==> config.mk <==
export PLATFORM = sky130hd
export DESIGN_NAME = scr_regs
export DESIGN_NICKNAME = d
export VERILOG_FILES = /design/src/rtl/scr_fifo.v /design/src/rtl/scr_regs.v
export VERILOG_INCLUDE_DIRS = /design/src /design/src/rtl
export SDC_FILE = /design/constraint.sdc
export NUM_CORES = 1
export LEC_CHECK = 0
export CAP_MARGIN = 20
export CELL_PAD_IN_SITES_DETAIL_PLACEMENT = 1
export CELL_PAD_IN_SITES_GLOBAL_PLACEMENT = 1
export CORE_MARGIN = 2
export CORE_UTILIZATION = 40
export CTS_CLUSTER_SIZE = 25
export DETAILED_ROUTE_END_ITERATION = 7
export DONT_BUFFER_PORTS = 1
export GPL_ROUTABILITY_DRIVEN = 0
export PLACE_DENSITY = 0.7
export RECOVER_POWER = 50
export SETUP_SLACK_MARGIN = 0.3
export SYNTH_ARGS = -nofsm -noshare
export SYNTH_HDL_FRONTEND = slang
export SYNTH_HIERARCHICAL = 1
export SYNTH_SLANG_ARGS = --single-unit
==> constraint.sdc <==
create_clock -name i_clk -period 4.5 [get_ports i_clk]
set_input_delay 0.9 -clock i_clk [delete_from_list [all_inputs] [get_ports i_clk]]
set_output_delay 0.9 -clock i_clk [all_outputs]
set_load 0.05 [all_outputs]
==> src/rtl/scr_map.vh <==
// Register map, field positions, reset values and timing constants
// for the sensor control register bank.
// Assumes inclusion by bare name from the design files.
`ifndef SCR_MAP_VH
`define SCR_MAP_VH

`define SCR_ADDR_ILLUM_CTRL   8'h40
`define SCR_ADDR_MOTION_CFG   8'h41
`define SCR_ADDR_BURST_START  8'h42
`define SCR_ADDR_BURST_END    8'h44
`define SCR_ADDR_REST_CFG     8'h45
`define SCR_ADDR_BURST_PORT   8'h63

`define SCR_ILLUM_OFF_BIT     3
`define SCR_PIN_POL_BIT       7
`define SCR_PIN_EDGE_BIT      6
`define SCR_REST_HI           7
`define SCR_REST_LO           6
`define SCR_WRITE_FLAG_BIT    7

`define SCR_RST_ILLUM_OFF     1'b0
`define SCR_RST_PIN_POL       1'b0
`define SCR_RST_PIN_EDGE      1'b1
`define SCR_RST_BURST_START   8'h03
`define SCR_RST_BURST_END     8'h09
`define SCR_RST_REST_FORCE    2'h0
`define SCR_RST_BURST_PORT    8'h00

`define SCR_CLK_MHZ           200
`define SCR_PULSE_NS          380
`define SCR_PULSE_CYC         ((`SCR_PULSE_NS * `SCR_CLK_MHZ) / 1000)
`define SCR_IDLE_NS           20000
`define SCR_IDLE_CYC          ((`SCR_IDLE_NS * `SCR_CLK_MHZ) / 1000)

`endif

==> src/rtl/scr_fifo.v <==
// Small first-in first-out buffer with valid/ready on both sides.
// Assumes one clock domain and a synchronous flush from the owner.
`timescale 1ns/100ps
module scr_fifo #(
    parameter WIDTH = 8,
    parameter DEPTH = 2,
    parameter AW    = 1
) (
    input  wire             i_clk,
    input  wire             i_rst,
    input  wire             i_flush,
    input  wire             i_valid,
    output wire             o_ready,
    input  wire [WIDTH-1:0] i_data,
    output wire             o_valid,
    input  wire             i_ready,
    output wire [WIDTH-1:0] o_data
);
    reg [WIDTH-1:0] mem_reg [0:DEPTH-1];
    reg [AW-1:0]    wr_ptr_reg;
    reg [AW-1:0]    rd_ptr_reg;
    reg [AW:0]      count_reg;
    wire            push;
    wire            pop;
    integer         k;

    assign o_ready = (count_reg < DEPTH);
    assign o_valid = (count_reg != {(AW+1){1'b0}});
    assign o_data  = mem_reg[rd_ptr_reg];
    assign push    = i_valid & o_ready;
    assign pop     = o_valid & i_ready;

    always @(posedge i_clk or posedge i_rst) begin
        if (i_rst) begin
            wr_ptr_reg <= {AW{1'b0}};
            rd_ptr_reg <= {AW{1'b0}};
            count_reg  <= {(AW+1){1'b0}};
            for (k = 0; k < DEPTH; k = k + 1) begin
                mem_reg[k] <= {WIDTH{1'b0}};
            end
        end else if (i_flush) begin
            wr_ptr_reg <= {AW{1'b0}};
            rd_ptr_reg <= {AW{1'b0}};
            count_reg  <= {(AW+1){1'b0}};
        end else begin
            if (push) begin
                mem_reg[wr_ptr_reg] <= i_data;
                wr_ptr_reg <= (wr_ptr_reg == DEPTH - 1) ? {AW{1'b0}}
                                                        : wr_ptr_reg + 1'b1;
            end
            if (pop) begin
                rd_ptr_reg <= (rd_ptr_reg == DEPTH - 1) ? {AW{1'b0}}
                                                        : rd_ptr_reg + 1'b1;
            end
            if (push & ~pop) begin
                count_reg <= count_reg + 1'b1;
            end else if (pop & ~push) begin
                count_reg <= count_reg - 1'b1;
            end
        end
    end
endmodule

==> src/rtl/scr_regs.v <==
// Sensor control register bank behind the two-wire serial port.
// Assumes the serial clock and data pin come from outside this clock
// domain, and that motion, rest-level and external register data come
// from logic on i_clk.
`timescale 1ns/100ps
`include "scr_map.vh"
module scr_regs #(
    parameter PULSE_CYC = `SCR_PULSE_CYC,
    parameter IDLE_CYC  = `SCR_IDLE_CYC
) (
    input  wire       i_clk,
    input  wire       i_rst,
    input  wire       i_sclk,
    input  wire       i_sdio,
    output reg        o_sdio,
    output reg        o_sdio_oe,
    output reg        o_motion,
    input  wire       i_motion_event,
    input  wire       i_motion_pending,
    output wire       o_illum_off,
    input  wire [1:0] i_rest_level,
    output wire [1:0] o_rest_force,
    output reg  [7:0] o_ext_addr,
    output reg        o_ext_rd_strobe,
    input  wire [7:0] i_ext_rd_data,
    output reg        o_ext_wr_strobe,
    output reg  [7:0] o_ext_wr_data
);
    localparam PH_ADDR  = 2'd0;
    localparam PH_WDATA = 2'd1;
    localparam PH_RDATA = 2'd2;

    reg        sclk_s1_reg;
    reg        sclk_s2_reg;
    reg        sclk_s3_reg;
    reg        sdio_s1_reg;
    reg        sdio_s2_reg;
    reg [1:0]  ph_reg;
    reg [2:0]  bit_reg;
    reg [6:0]  shin_reg;
    reg [6:0]  wr_addr_reg;
    reg [15:0] idle_reg;
    reg        illum_off_reg;
    reg        pin_pol_reg;
    reg        pin_edge_reg;
    reg [7:0]  burst_start_reg;
    reg [7:0]  burst_end_reg;
    reg [1:0]  rest_force_reg;
    reg        prod_active_reg;
    reg [7:0]  prod_addr_reg;
    reg [7:0]  prod_end_reg;
    reg [7:0]  fetch_addr_reg;
    reg        fetch_wait_reg;
    reg        fetch_vld_reg;
    reg [7:0]  fetch_data_reg;
    reg        tx_have_reg;
    reg [7:0]  tx_shift_reg;
    reg [7:0]  pulse_reg;
    reg [7:0]  local_data;
    reg        local_hit;

    wire       sclk_rise;
    wire       sclk_fall;
    wire       abort;
    wire       byte_end;
    wire [7:0] in_byte;
    wire       wr_fire;
    wire       start_fire;
    wire [7:0] start_addr;
    wire       issue;
    wire       fifo_in_ready;
    wire       fifo_out_valid;
    wire [7:0] fifo_out_data;
    wire       pop;
    wire       tx_last;
    wire       pin_active;

    assign sclk_rise  = sclk_s2_reg & ~sclk_s3_reg;
    assign sclk_fall  = ~sclk_s2_reg & sclk_s3_reg;
    assign abort      = (idle_reg == IDLE_CYC - 1);
    assign byte_end   = sclk_rise & (bit_reg == 3'd7);
    assign in_byte    = {shin_reg, sdio_s2_reg};
    assign wr_fire    = byte_end & (ph_reg == PH_WDATA);
    assign start_fire = byte_end & (ph_reg == PH_ADDR)
                      & ~shin_reg[`SCR_WRITE_FLAG_BIT - 1];
    assign start_addr = {1'b0, shin_reg[5:0], sdio_s2_reg};
    assign issue      = prod_active_reg & ~fetch_wait_reg & ~fetch_vld_reg;
    assign pop        = fifo_out_valid & ~tx_have_reg;
    assign tx_last    = ~prod_active_reg & ~fetch_wait_reg & ~fetch_vld_reg
                      & ~fifo_out_valid;
    assign pin_active = pin_edge_reg ? (pulse_reg != 8'h00)
                                     : i_motion_pending;
    assign o_illum_off  = illum_off_reg;
    assign o_rest_force = rest_force_reg;

    // Only the second stage of the data synchroniser feeds logic; the clock's second and third stages feed its edge detector.
    always @(posedge i_clk or posedge i_rst) begin
        if (i_rst) begin
            sclk_s1_reg <= 1'b1;
            sclk_s2_reg <= 1'b1;
            sclk_s3_reg <= 1'b1;
            sdio_s1_reg <= 1'b0;
            sdio_s2_reg <= 1'b0;
        end else begin
            sclk_s1_reg <= i_sclk;
            sclk_s2_reg <= sclk_s1_reg;
            sclk_s3_reg <= sclk_s2_reg;
            sdio_s1_reg <= i_sdio;
            sdio_s2_reg <= sdio_s1_reg;
        end
    end

    // A stalled serial clock drops a half-finished frame so the
    // controller can resynchronise by simply waiting.
    always @(posedge i_clk or posedge i_rst) begin
        if (i_rst) begin
            idle_reg <= 16'h0000;
        end else if (sclk_rise | sclk_fall | abort) begin
            idle_reg <= 16'h0000;
        end else begin
            idle_reg <= idle_reg + 16'h0001;
        end
    end

    always @(posedge i_clk or posedge i_rst) begin
        if (i_rst) begin
            ph_reg      <= PH_ADDR;
            bit_reg     <= 3'd0;
            shin_reg    <= 7'h00;
            wr_addr_reg <= 7'h00;
        end else if (abort) begin
            ph_reg  <= PH_ADDR;
            bit_reg <= 3'd0;
        end else if (sclk_rise) begin
            bit_reg  <= bit_reg + 3'd1;
            shin_reg <= in_byte[6:0];
            if (bit_reg == 3'd7) begin
                case (ph_reg)
                    PH_ADDR: begin
                        wr_addr_reg <= in_byte[6:0];
                        if (in_byte[`SCR_WRITE_FLAG_BIT]) begin
                            ph_reg <= PH_WDATA;
                        end else begin
                            ph_reg <= PH_RDATA;
                        end
                    end
                    PH_WDATA: begin
                        ph_reg <= PH_ADDR;
                    end
                    PH_RDATA: begin
                        if (tx_last) begin
                            ph_reg <= PH_ADDR;
                        end
                    end
                    default: begin
                        ph_reg <= PH_ADDR;
                    end
                endcase
            end
        end
    end

    // Local register writes; only defined bits are stored.
    always @(posedge i_clk or posedge i_rst) begin
        if (i_rst) begin
            illum_off_reg   <= `SCR_RST_ILLUM_OFF;
            pin_pol_reg     <= `SCR_RST_PIN_POL;
            pin_edge_reg    <= `SCR_RST_PIN_EDGE;
            burst_start_reg <= `SCR_RST_BURST_START;
            burst_end_reg   <= `SCR_RST_BURST_END;
            rest_force_reg  <= `SCR_RST_REST_FORCE;
        end else if (wr_fire) begin
            case ({1'b0, wr_addr_reg})
                `SCR_ADDR_ILLUM_CTRL: begin
                    illum_off_reg <= in_byte[`SCR_ILLUM_OFF_BIT];
                end
                `SCR_ADDR_MOTION_CFG: begin
                    pin_pol_reg  <= in_byte[`SCR_PIN_POL_BIT];
                    pin_edge_reg <= in_byte[`SCR_PIN_EDGE_BIT];
                end
                `SCR_ADDR_BURST_START: begin
                    burst_start_reg <= in_byte;
                end
                `SCR_ADDR_BURST_END: begin
                    burst_end_reg <= in_byte;
                end
                `SCR_ADDR_REST_CFG: begin
                    rest_force_reg <= in_byte[`SCR_REST_HI:`SCR_REST_LO];
                end
                default: begin
                    rest_force_reg <= rest_force_reg;
                end
            endcase
        end
    end

    always @* begin
        local_hit  = 1'b1;
        local_data = 8'h00;
        case (fetch_addr_reg)
            `SCR_ADDR_ILLUM_CTRL: begin
                local_data[`SCR_ILLUM_OFF_BIT] = illum_off_reg;
            end
            `SCR_ADDR_MOTION_CFG: begin
                local_data[`SCR_PIN_POL_BIT]  = pin_pol_reg;
                local_data[`SCR_PIN_EDGE_BIT] = pin_edge_reg;
            end
            `SCR_ADDR_BURST_START: begin
                local_data = burst_start_reg;
            end
            `SCR_ADDR_BURST_END: begin
                local_data = burst_end_reg;
            end
            `SCR_ADDR_REST_CFG: begin
                local_data[`SCR_REST_HI:`SCR_REST_LO] = i_rest_level;
            end
            `SCR_ADDR_BURST_PORT: begin
                local_data = `SCR_RST_BURST_PORT;
            end
            default: begin
                local_hit = 1'b0;
            end
        endcase
    end

    // Fetch engine: one register in flight, stalls on a full buffer.
    always @(posedge i_clk or posedge i_rst) begin
        if (i_rst) begin
            prod_active_reg <= 1'b0;
            prod_addr_reg   <= 8'h00;
            prod_end_reg    <= 8'h00;
            fetch_addr_reg  <= 8'h00;
            fetch_wait_reg  <= 1'b0;
            fetch_vld_reg   <= 1'b0;
            fetch_data_reg  <= 8'h00;
        end else if (abort) begin
            prod_active_reg <= 1'b0;
            fetch_wait_reg  <= 1'b0;
            fetch_vld_reg   <= 1'b0;
        end else begin
            if (start_fire) begin
                prod_active_reg <= 1'b1;
                if (start_addr == `SCR_ADDR_BURST_PORT) begin
                    prod_addr_reg <= burst_start_reg;
                    prod_end_reg  <= burst_end_reg;
                end else begin
                    prod_addr_reg <= start_addr;
                    prod_end_reg  <= start_addr;
                end
            end else if (issue) begin
                fetch_addr_reg <= prod_addr_reg;
                fetch_wait_reg <= 1'b1;
                if (prod_addr_reg == prod_end_reg) begin
                    prod_active_reg <= 1'b0;
                end else begin
                    prod_addr_reg <= prod_addr_reg + 8'h01;
                end
            end
            if (fetch_wait_reg) begin
                fetch_wait_reg <= 1'b0;
                fetch_vld_reg  <= 1'b1;
                fetch_data_reg <= local_hit ? local_data : i_ext_rd_data;
            end else if (fetch_vld_reg & fifo_in_ready) begin
                fetch_vld_reg <= 1'b0;
            end
        end
    end

    // External register port for addresses this bank does not hold.
    always @(posedge i_clk or posedge i_rst) begin
        if (i_rst) begin
            o_ext_addr      <= 8'h00;
            o_ext_rd_strobe <= 1'b0;
            o_ext_wr_strobe <= 1'b0;
            o_ext_wr_data   <= 8'h00;
        end else begin
            o_ext_rd_strobe <= 1'b0;
            o_ext_wr_strobe <= 1'b0;
            if (wr_fire) begin
                o_ext_addr      <= {1'b0, wr_addr_reg};
                o_ext_wr_data   <= in_byte;
                o_ext_wr_strobe <= ~scr_is_local({1'b0, wr_addr_reg});
            end else if (issue & ~start_fire & ~abort) begin
                o_ext_addr      <= prod_addr_reg;
                o_ext_rd_strobe <= ~scr_is_local(prod_addr_reg);
            end
        end
    end

    scr_fifo #(
        .WIDTH (8),
        .DEPTH (2),
        .AW    (1)
    ) u_fifo (
        .i_clk   (i_clk),
        .i_rst   (i_rst),
        .i_flush (abort),
        .i_valid (fetch_vld_reg),
        .o_ready (fifo_in_ready),
        .i_data  (fetch_data_reg),
        .o_valid (fifo_out_valid),
        .i_ready (~tx_have_reg),
        .o_data  (fifo_out_data)
    );

    // Serialiser: bits change on falling serial clock, master samples
    // on rising; the pin is released after the last byte's eighth bit.
    always @(posedge i_clk or posedge i_rst) begin
        if (i_rst) begin
            tx_have_reg  <= 1'b0;
            tx_shift_reg <= 8'h00;
            o_sdio       <= 1'b0;
            o_sdio_oe    <= 1'b0;
        end else if (abort) begin
            tx_have_reg <= 1'b0;
            o_sdio_oe   <= 1'b0;
        end else if (pop) begin
            tx_have_reg  <= 1'b1;
            tx_shift_reg <= fifo_out_data;
        end else if (sclk_fall & tx_have_reg & (ph_reg == PH_RDATA)) begin
            o_sdio       <= tx_shift_reg[7];
            o_sdio_oe    <= 1'b1;
            tx_shift_reg <= {tx_shift_reg[6:0], 1'b0};
        end else if (byte_end & (ph_reg == PH_RDATA)) begin
            tx_have_reg <= 1'b0;
            if (tx_last) begin
                o_sdio_oe <= 1'b0;
            end
        end
    end

    always @(posedge i_clk or posedge i_rst) begin
        if (i_rst) begin
            pulse_reg <= 8'h00;
            o_motion  <= 1'b1;
        end else begin
            if (pin_edge_reg & i_motion_event) begin
                pulse_reg <= PULSE_CYC[7:0];
            end else if (pulse_reg != 8'h00) begin
                pulse_reg <= pulse_reg - 8'h01;
            end
            o_motion <= pin_pol_reg ? pin_active : ~pin_active;
        end
    end

    function scr_is_local;
        input [7:0] a;
        begin
            scr_is_local = (a == `SCR_ADDR_ILLUM_CTRL)
                         | (a == `SCR_ADDR_MOTION_CFG)
                         | (a == `SCR_ADDR_BURST_START)
                         | (a == `SCR_ADDR_BURST_END)
                         | (a == `SCR_ADDR_REST_CFG)
                         | (a == `SCR_ADDR_BURST_PORT);
        end
    endfunction
endmodule

# --- Yosys cells after proc, flatten, opt, wreduce, memory -nomap -nowiden ---
# Cells that the tools add are included.
op_classes:
  add_sub_neg: 8
  order_cmp: 4
  eq_ne: 28
  muxes: 66
  n_bitwise: 50
  reduce_logical: 38
op_table:
  columns: ["operator", "count"]
  rows:
  - ["$mux 8", 16]
  - ["$eq 8x7->1 const B", 12]
  - ["$eq 7x7->1 const B", 7]
  - ["$mux 1", 32]
  - ["$reduce_and 2->1", 12]
  - ["$and 1x1->1", 21]
  - ["$reduce_bool 3->1", 7]
  - ["$reduce_bool 2->1", 9]
  - ["$add 16x1->16 const B", 1]
  - ["$bwmux 16", 1]
  - ["$eq 16x12->1 const B", 1]
  - ["$mux 16", 1]
  - ["$mux 2", 8]
  - ["$not 1->1", 15]
  - ["$reduce_and 3->1", 5]
  - ["$or 1x1->1", 12]
  - ["$add 8x1->8 const B", 1]
  - ["$demux 8 s1", 1]
  - ["$eq 8x8->1", 1]
  - ["$pmux 2 s2", 2]
  - ["$pmux 2 s4", 1]
  - ["$reduce_bool 8->1", 1]
  - ["$sub 8x1->8 const B", 1]
  - ["$mux 3", 2]
  - ["other kinds (20)", 24]
totals:
  regBits: 154
  output_inout_bits: 24
  elab_cells: 232

# --- Depth between registers and ports, before layout ---
# Gate-level depths: netlist (run 1).
logic_depth:
  word_depth: 10
  ltp_mapped: 10
  mapped_depth_nobuf: 7

# --- Cells and area by module ---
# The synthesis (run 1) kept the hierarchy.
by_module_without_submodules:
  columns: ["mod", "n_inst", "cells_per_inst", "area_per_inst_um2"]
  rows:
  - ["scr_regs", 1, 608, 6427.4]
  - ["scr_fifo", 1, 64, 918.4]

# --- Worst setup path before layout (run 1) ---
# No wires, ideal clock.
synth_timing:
  path_kind: "register to register"
  startpoint: "register sclk_s2_reg"
  endpoint: "register burst_end_reg[1]"
  setup_ps: 125
  arrival_ps: 2196
  required_time_ps: 4375
  path_slack_ps: 2180
  path_stages_with_launch: 7
  synth_period_minus_slack_ps: 2320
  cell_sequence: "dfstp_2 -> ha_1 -> buf_2 -> nand4b_1 -> nor4_1 -> nand3b_1 -> mux2_2"
synth_via:
  elab_chain_len: 4
synth_lines:
  columns: ["item", "line_no", "rtl"]
  rows:
  - ["start: declaration", "scr_regs.v:34", "reg sclk_s2_reg;"]
  - ["start signal: assignment", "scr_regs.v:106", "sclk_s2_reg <= sclk_s1_reg;"]
  - ["$and 1x1->1", "scr_regs.v:78", "assign sclk_rise = sclk_s2_reg & ~sclk_s3_reg;"]
  - ["$and 1x1->1", "scr_regs.v:81", "assign byte_end = sclk_rise & (bit_reg == 3'd7);"]
  - ["$and 1x1->1", "scr_regs.v:83", "assign wr_fire = byte_end & (ph_reg == PH_WDATA);"]
  - ["$reduce_and 2->1 (no line)", null, null]
  - ["end signal: assignment", "scr_regs.v:170", "burst_end_reg <= `SCR_RST_BURST_END;"]
  - ["end signal: assignment", "scr_regs.v:185", "burst_end_reg <= in_byte;"]
  - ["end: declaration", "scr_regs.v:47", "reg [7:0] burst_end_reg;"]
# No other way between the ends.
# A chain may end at the register's enable or synchronous reset.

==> flow_summary.json, run 1 <==
{
  "drive_gt1_frac": 0.194,
  "endpoint_kind": "asynchronous set/reset pin",
  "synth.distinct_cells": 66,
  "portBuffers": 0,
  "antenna_found_initial": 0,
  "crit_chain": "clkinvlp_2 -> clkbuf_1",
  "grt_max_degree": 38,
  "syn_area_sq_um": 7350,
  "slew_viol_final": 108,
  "syn_nets": 699,
  "synth-main-ff-cell": "dfrtp_1",
  "hpwl_microns": 13000,
  "r2r_start": "sclk_s2_reg",
  "fin_tns_setup_ns": 0,
  "slowest_stage": "clkbuf_1",
  "cts_tree": "yes",
  "peakVddDrop_uv": 339,
  "drtIter0Drc": 300,
  "fp.dieArea_sq_um": 19500,
  "path_buf_inv": 2,
  "cp_slowest_stage_delay_ns": 1.51,
  "ys_seq_area_frac": 0.526,
  "rr_endpoint": "burst_end_reg[5]",
  "violations": "max-capacitance violations, max-slew violations",
  "diodes": 0,
  "required_ns": 4.65,
  "power_density_nw_per_um2": 596,
  "period_share": 0.695,
  "grt_pass1_vias": 5612,
  "wl_microns": 18600,
  "min-delay-start": "sdio_s1_reg",
  "cp.arrival_ns": 3.28,
  "core_area_sq_um": 18000,
  "relSlewSlack": -0.329,
  "tightest_slew_ns": 1.99,
  "max-clock-path-buffers": 2,
  "chipHeight_microns": 140,
  "pin_count": 40,
  "wl_per_cell_microns": 20.4,
  "hold_viol_final": 0,
  "p_leak_uw": 0.00354,
  "grt_pass1_wl_microns": 30700,
  "ant_nets": 0,
  "cts_sinks": 154,
  "viasPerCell": 5.62,
  "async_reset_ff_frac": 1.00,
  "yosys_register_bits": 154,
  "hold_path.class": "flip-flop to flip-flop",
  "clockRootBuffer": "clkbuf_16",
  "fin_skew_ns": 0.00976,
  "track_usage": 0.202,
  "avgSynthCellArea_sq_um": 10.9,
  "post_cts_buffers": 0,
  "pre_cts_ws_ns": 1.48,
  "start_kind": "input port",
  "clk_pin_slew_ns": 0.07,
  "cts.htree.levels": 4,
  "period_needed_ns": 3.13,
  "drc": 0,
  "syn_to_final_growth_pct": 10.8,
  "startpoint": "i_rst",
  "hold-path-cell-count": 0,
  "syn_inst": 672,
  "status": "finished with violations",
  "synth-edff-count": 0,
  "fmax_mhz": 320,
  "rsz0062_at_grt": "no",
  "worst_slack_ns": 1.37,
  "hold_buffers": 0,
  "setup_viol": 0,
  "num-nets-final": 698,
  "yosys_warnings": 6,
  "min_to": "sdio_s2_reg",
  "die_w_microns": 140,
  "start_util": 0.409,
  "r2r_slack_ns": 1.48,
  "cts-resized-gates": 0,
  "grt_overflow_total": 0,
  "vias": 5129,
  "crit_fanout": 37,
  "critPathTopFamily": "buffers and inverters",
  "maxCapViolCount": 4,
  "path_class": "input port to asynchronous set/reset pin",
  "rows": 49,
  "drt_pass1_iterations": 7,
  "clk_latency_ns": 0.44,
  "reg2regPathDepth": 5,
  "cts_buffers": 17
}
## kinds of logic (layout without fill, tap and decap cells)
logic type / Yosys count / count (layout) / share of synthesized area
flops: 154 / 154 / 0.526
simple gates: 242 / 242 / 0.172
mux: 88 / 88 / 0.132
buf+inv: 49 / 61 / 0.0303
xor+xnor: 31 / 31 / 0.0370
compound gates: 97 / 97 / 0.0838
fa+ha+maj: 11 / 11 / 0.0187
## worst max-delay path by stage
stage          depth (start not counted)  slack (ns)          endpoint
6_report                               2        1.37   prod_end_reg[4]
5_1_grt                                2        0.74   prod_end_reg[4]
4_1_cts                                5        1.46  burst_end_reg[5]
3_5_place_dp                           5        1.48  burst_end_reg[5]
3_3_place_gp                           5        1.64  burst_end_reg[5]
2_1_floorplan                          1        1.94        bit_reg[0]
## final cells by class
type | count | area (sq um)
tap | 229 | 287
multi-input combinational | 469 | 3260
inverter | 18 | 68.8
fill | 1957 | 9830
clock inverter | 15 | 168
clock buffer | 17 | 425
sequential | 154 | 3860
timing repair buffer | 11 | 65.1
## cell usage after synthesis (all sizes together), types with 10 or more instances
library cell  number  area [sq um]
dfrtp            145          3630
nand2             78           295
mux2              69           777
nor2              59           221
a21oi             31           155
o21ai             28           140
clkbuf            20          77.6
mux2i             19           190
nand3             18          90.1
inv               17          63.8
xnor2             17           149
xor2              14           123
nor3              12          76.3
nor4              12          96.3
buf               11          77.6
ha                11           138
and3              10          62.6
## layout by cell type, fill, tap and decap left out, types with 16 or more instances in the layout
| cell | count |
|---|---|
| nand2_1 | 77 |
| xnor2_1 | 17 |
| clkbuf_16 | 17 |
| mux2_2 | 69 |
| dfrtp_1 | 145 |
| inv_1 | 16 |
| a21oi_1 | 31 |
| nor2_1 | 59 |
| nand3_1 | 18 |
| mux2i_1 | 19 |
| o21ai_0 | 27 |
## report_power, final
part | switching (uW) | internal, uW
logic | 563 | 545
registers | 578 | 1740
clock network | 676 | 748
total | 1820 | 3030
## routing by layer
| metal | track usage | wire length, microns |
|---|---|---|
| met2 | 0.328 | 9010 |
| met1 | 0.268 | 8500 |
| met3 | 0.0385 | 620 |
| met4 | 0.0792 | 450 |
| met5 | 0 | 0 |
## metrics by stage
stage,instance area [sq um],hold slack (ns),utilization,total power (uW),cells
finish,8140,0.356,0.453,4850,913
global placement,7550,0.337,0.420,3350,879
CTS,8140,0.359,0.453,4890,911
global route,8140,0.360,0.453,5130,913
floorplan,7350,0.331,-,3080,672
detailed placement,7550,0.340,0.420,3430,879
No activity file was read; power rests on OpenSTA's default activity.
==> run 2: changes to the inputs <==
Clock period 4.5 ns to 2.5 ns, I/O delays scaled along.
==> run 2 against run 1 <==
  * The run now ends clean
  * Combinational power grew 130%
  * Count of clock-buffer cells in the layout grew 1
  * Utilization grew 2.8 points
  * Flip-flop and latch count is the same
  * Via count grew 5.5%
  * Sequential power grew 72%
  * Global-route usage grew 1.5 points
  * Design area grew 6.3%
==> flow_summary.json, run 2 (same netlist as run 1, synthesis figures left out) <==
{
  "status": "complete, no violations",
  "final_cell_mix": "dfrtp_1, nand2_1, mux2_2, nor2_1, buf_4",
  "die_w_microns": 140,
  "worst_slack_ns": 0.249,
  "hold_viol_final": 0,
  "hold_buffers": 0,
  "p_total_uw": 9100,
  "start_util": 0.409,
  "drc": 0,
  "slew_viol_final": 0,
  "vias": 5410,
  "crit_fanout": 7,
  "fp.dieArea_sq_um": 19500,
  "num-nets-final": 741,
  "clockRootBuffer": "clkbuf_16",
  "portBuffers": 0,
  "clk_pin_slew_ns": 0.06,
  "grt_overflow_total": 0,
  "cts_tree": "yes",
  "drtIter0Drc": 308,
  "max-clock-path-buffers": 2,
  "path_class": "flip-flop to flip-flop",
  "drt_pass1_iterations": 6,
  "hold_path.class": "input port to flip-flop",
  "start_kind": "flip-flop",
  "grt_max_degree": 50,
  "period_share": 0.900,
  "grt_pass1_wl_microns": 32600,
  "tightest_slew_ns": 1.37,
  "p_clk_frac": 0.286,
  "sw_frac_of_total": 0.370,
  "grt_pass1_vias": 5768,
  "period_needed_ns": 2.25,
  "relSlewSlack": 0.0829,
  "p_leak_uw": 0.00378,
  "diodes": 0,
  "antenna_found_initial": 1,
  "wl_microns": 20500,
  "fmax_mhz": 444,
  "viasPerCell": 5.66,
  "p_int_uw": 5730,
  "power_density_nw_per_um2": 1050,
  "layout_commonest_cell": "dfrtp_1",
  "cp.arrival_ns": 2.56,
  "cts_buffers": 17,
  "combinationalPowerShare": 0.276,
  "p_switching_uw": 3370,
  "required_ns": 2.81,
  "track_usage": 0.217,
  "rows": 49,
  "setup_viol": 0,
  "ant_nets": 0,
  "cts.htree.levels": 4,
  "drive_gt1_frac": 0.272,
  "fin_tns_setup_ns": 0,
  "pin_count": 40,
  "fin_skew_ns": 0.0146,
  "chipHeight_microns": 140,
  "hpwl_microns": 14000,
  "rsz0062_at_grt": "yes",
  "p_seq_frac": 0.438,
  "wl_per_cell_microns": 21.4,
  "endpoint_kind": "flip-flop",
  "maxCapViolCount": 0,
  "pre_cts_ws_ns": 0.0912,
  "peakVddDrop_uv": 912,
  "core_area_sq_um": 18000,
  "clk_latency_ns": 0.44,
  "syn_to_final_growth_pct": 17.7,
  "cts_sinks": 154
}
-- run 2: cell count changes in the layout (fill, tap and decap cells not counted), sizes merged --
cell	change
buf	+45
clkinv	-5
clkbuf	-2
clkinvlp	+2
bufinv	+1
inv	+1
or4	+1
-- run 2: timing repair --
action                     CTS  global route
cloned                       2             0
resized for setup           24            10
pin swaps                    6             5
setup endpoints to repair   73            99
setup buffers                7             6
-- run 2: layer usage --
| layer | share of wire | GRT usage |
|---|---|---|
| met1 | 0.45 | 0.290 |
| met5 | 0 | 0 |
| met2 | 0.49 | 0.353 |
| met3 | 0.039 | 0.0447 |
| met4 | 0.022 | 0.0766 |
-- run 2: metrics by stage --
| stage | std cells | util | area (sq um) | hold slack (ns) |
|---|---|---|---|---|
| floorplan | 672 | - | 7370 | 0.331 |
| global placement | 909 | 0.436 | 7830 | 0.336 |
| detailed placement | 909 | 0.436 | 7830 | 0.345 |
| CTS | 950 | 0.478 | 8580 | 0.0436 |
| global route | 956 | 0.481 | 8650 | 0.0516 |
| finish | 956 | 0.481 | 8650 | 0.0690 |
-- run 2: path summary, 6_finish.rpt --
check,startpoint,to,slack (ns),cells after the start
hold reg to reg,sdio_s1_reg,sdio_s2_reg,0.36,0
setup reg to reg,idle_reg[13],prod_addr_reg[7],0.25,5
min in group asynchronous,i_rst,u_fifo/rd_ptr_reg,0.11,1
hold / removal,i_sclk,sclk_s1_reg,0.07,0
max in group asynchronous,i_rst,shin_reg[6],0.80,2
setup / recovery,idle_reg[13],prod_addr_reg[7],0.25,5
-- run 2: cell type report --
| type | count | area, sq um |
|---|---|---|
| multi-input cells | 470 | 3380 |
| inverters | 18 | 70.1 |
| fillers | 1940 | 9320 |
| clock inverters | 14 | 148 |
| clock buffers | 18 | 439 |
| well taps | 229 | 287 |
| repair buffers | 53 | 453 |
| flip-flops and latches | 154 | 3870 |
-- run 2: power groups by stage --
stage / logic [uW] / registers (uW) / clock network [uW]
detailed placement: 2430 / 4010 / 0
finish: 2510 / 3990 / 2600
floorplan: 1780 / 3770 / 0
global route: 2750 / 4080 / 2750
global placement: 2310 / 3960 / 0
CTS: 2490 / 3980 / 2660
-- run 2: worst max-delay path, stage by stage, from the launching register on --
cell	delay, ns
dfrtp_2	0.44
or4_4	0.53
or4_4	0.56
nand3_1	0.15
o21ai_0	0.10
or3_1	0.33
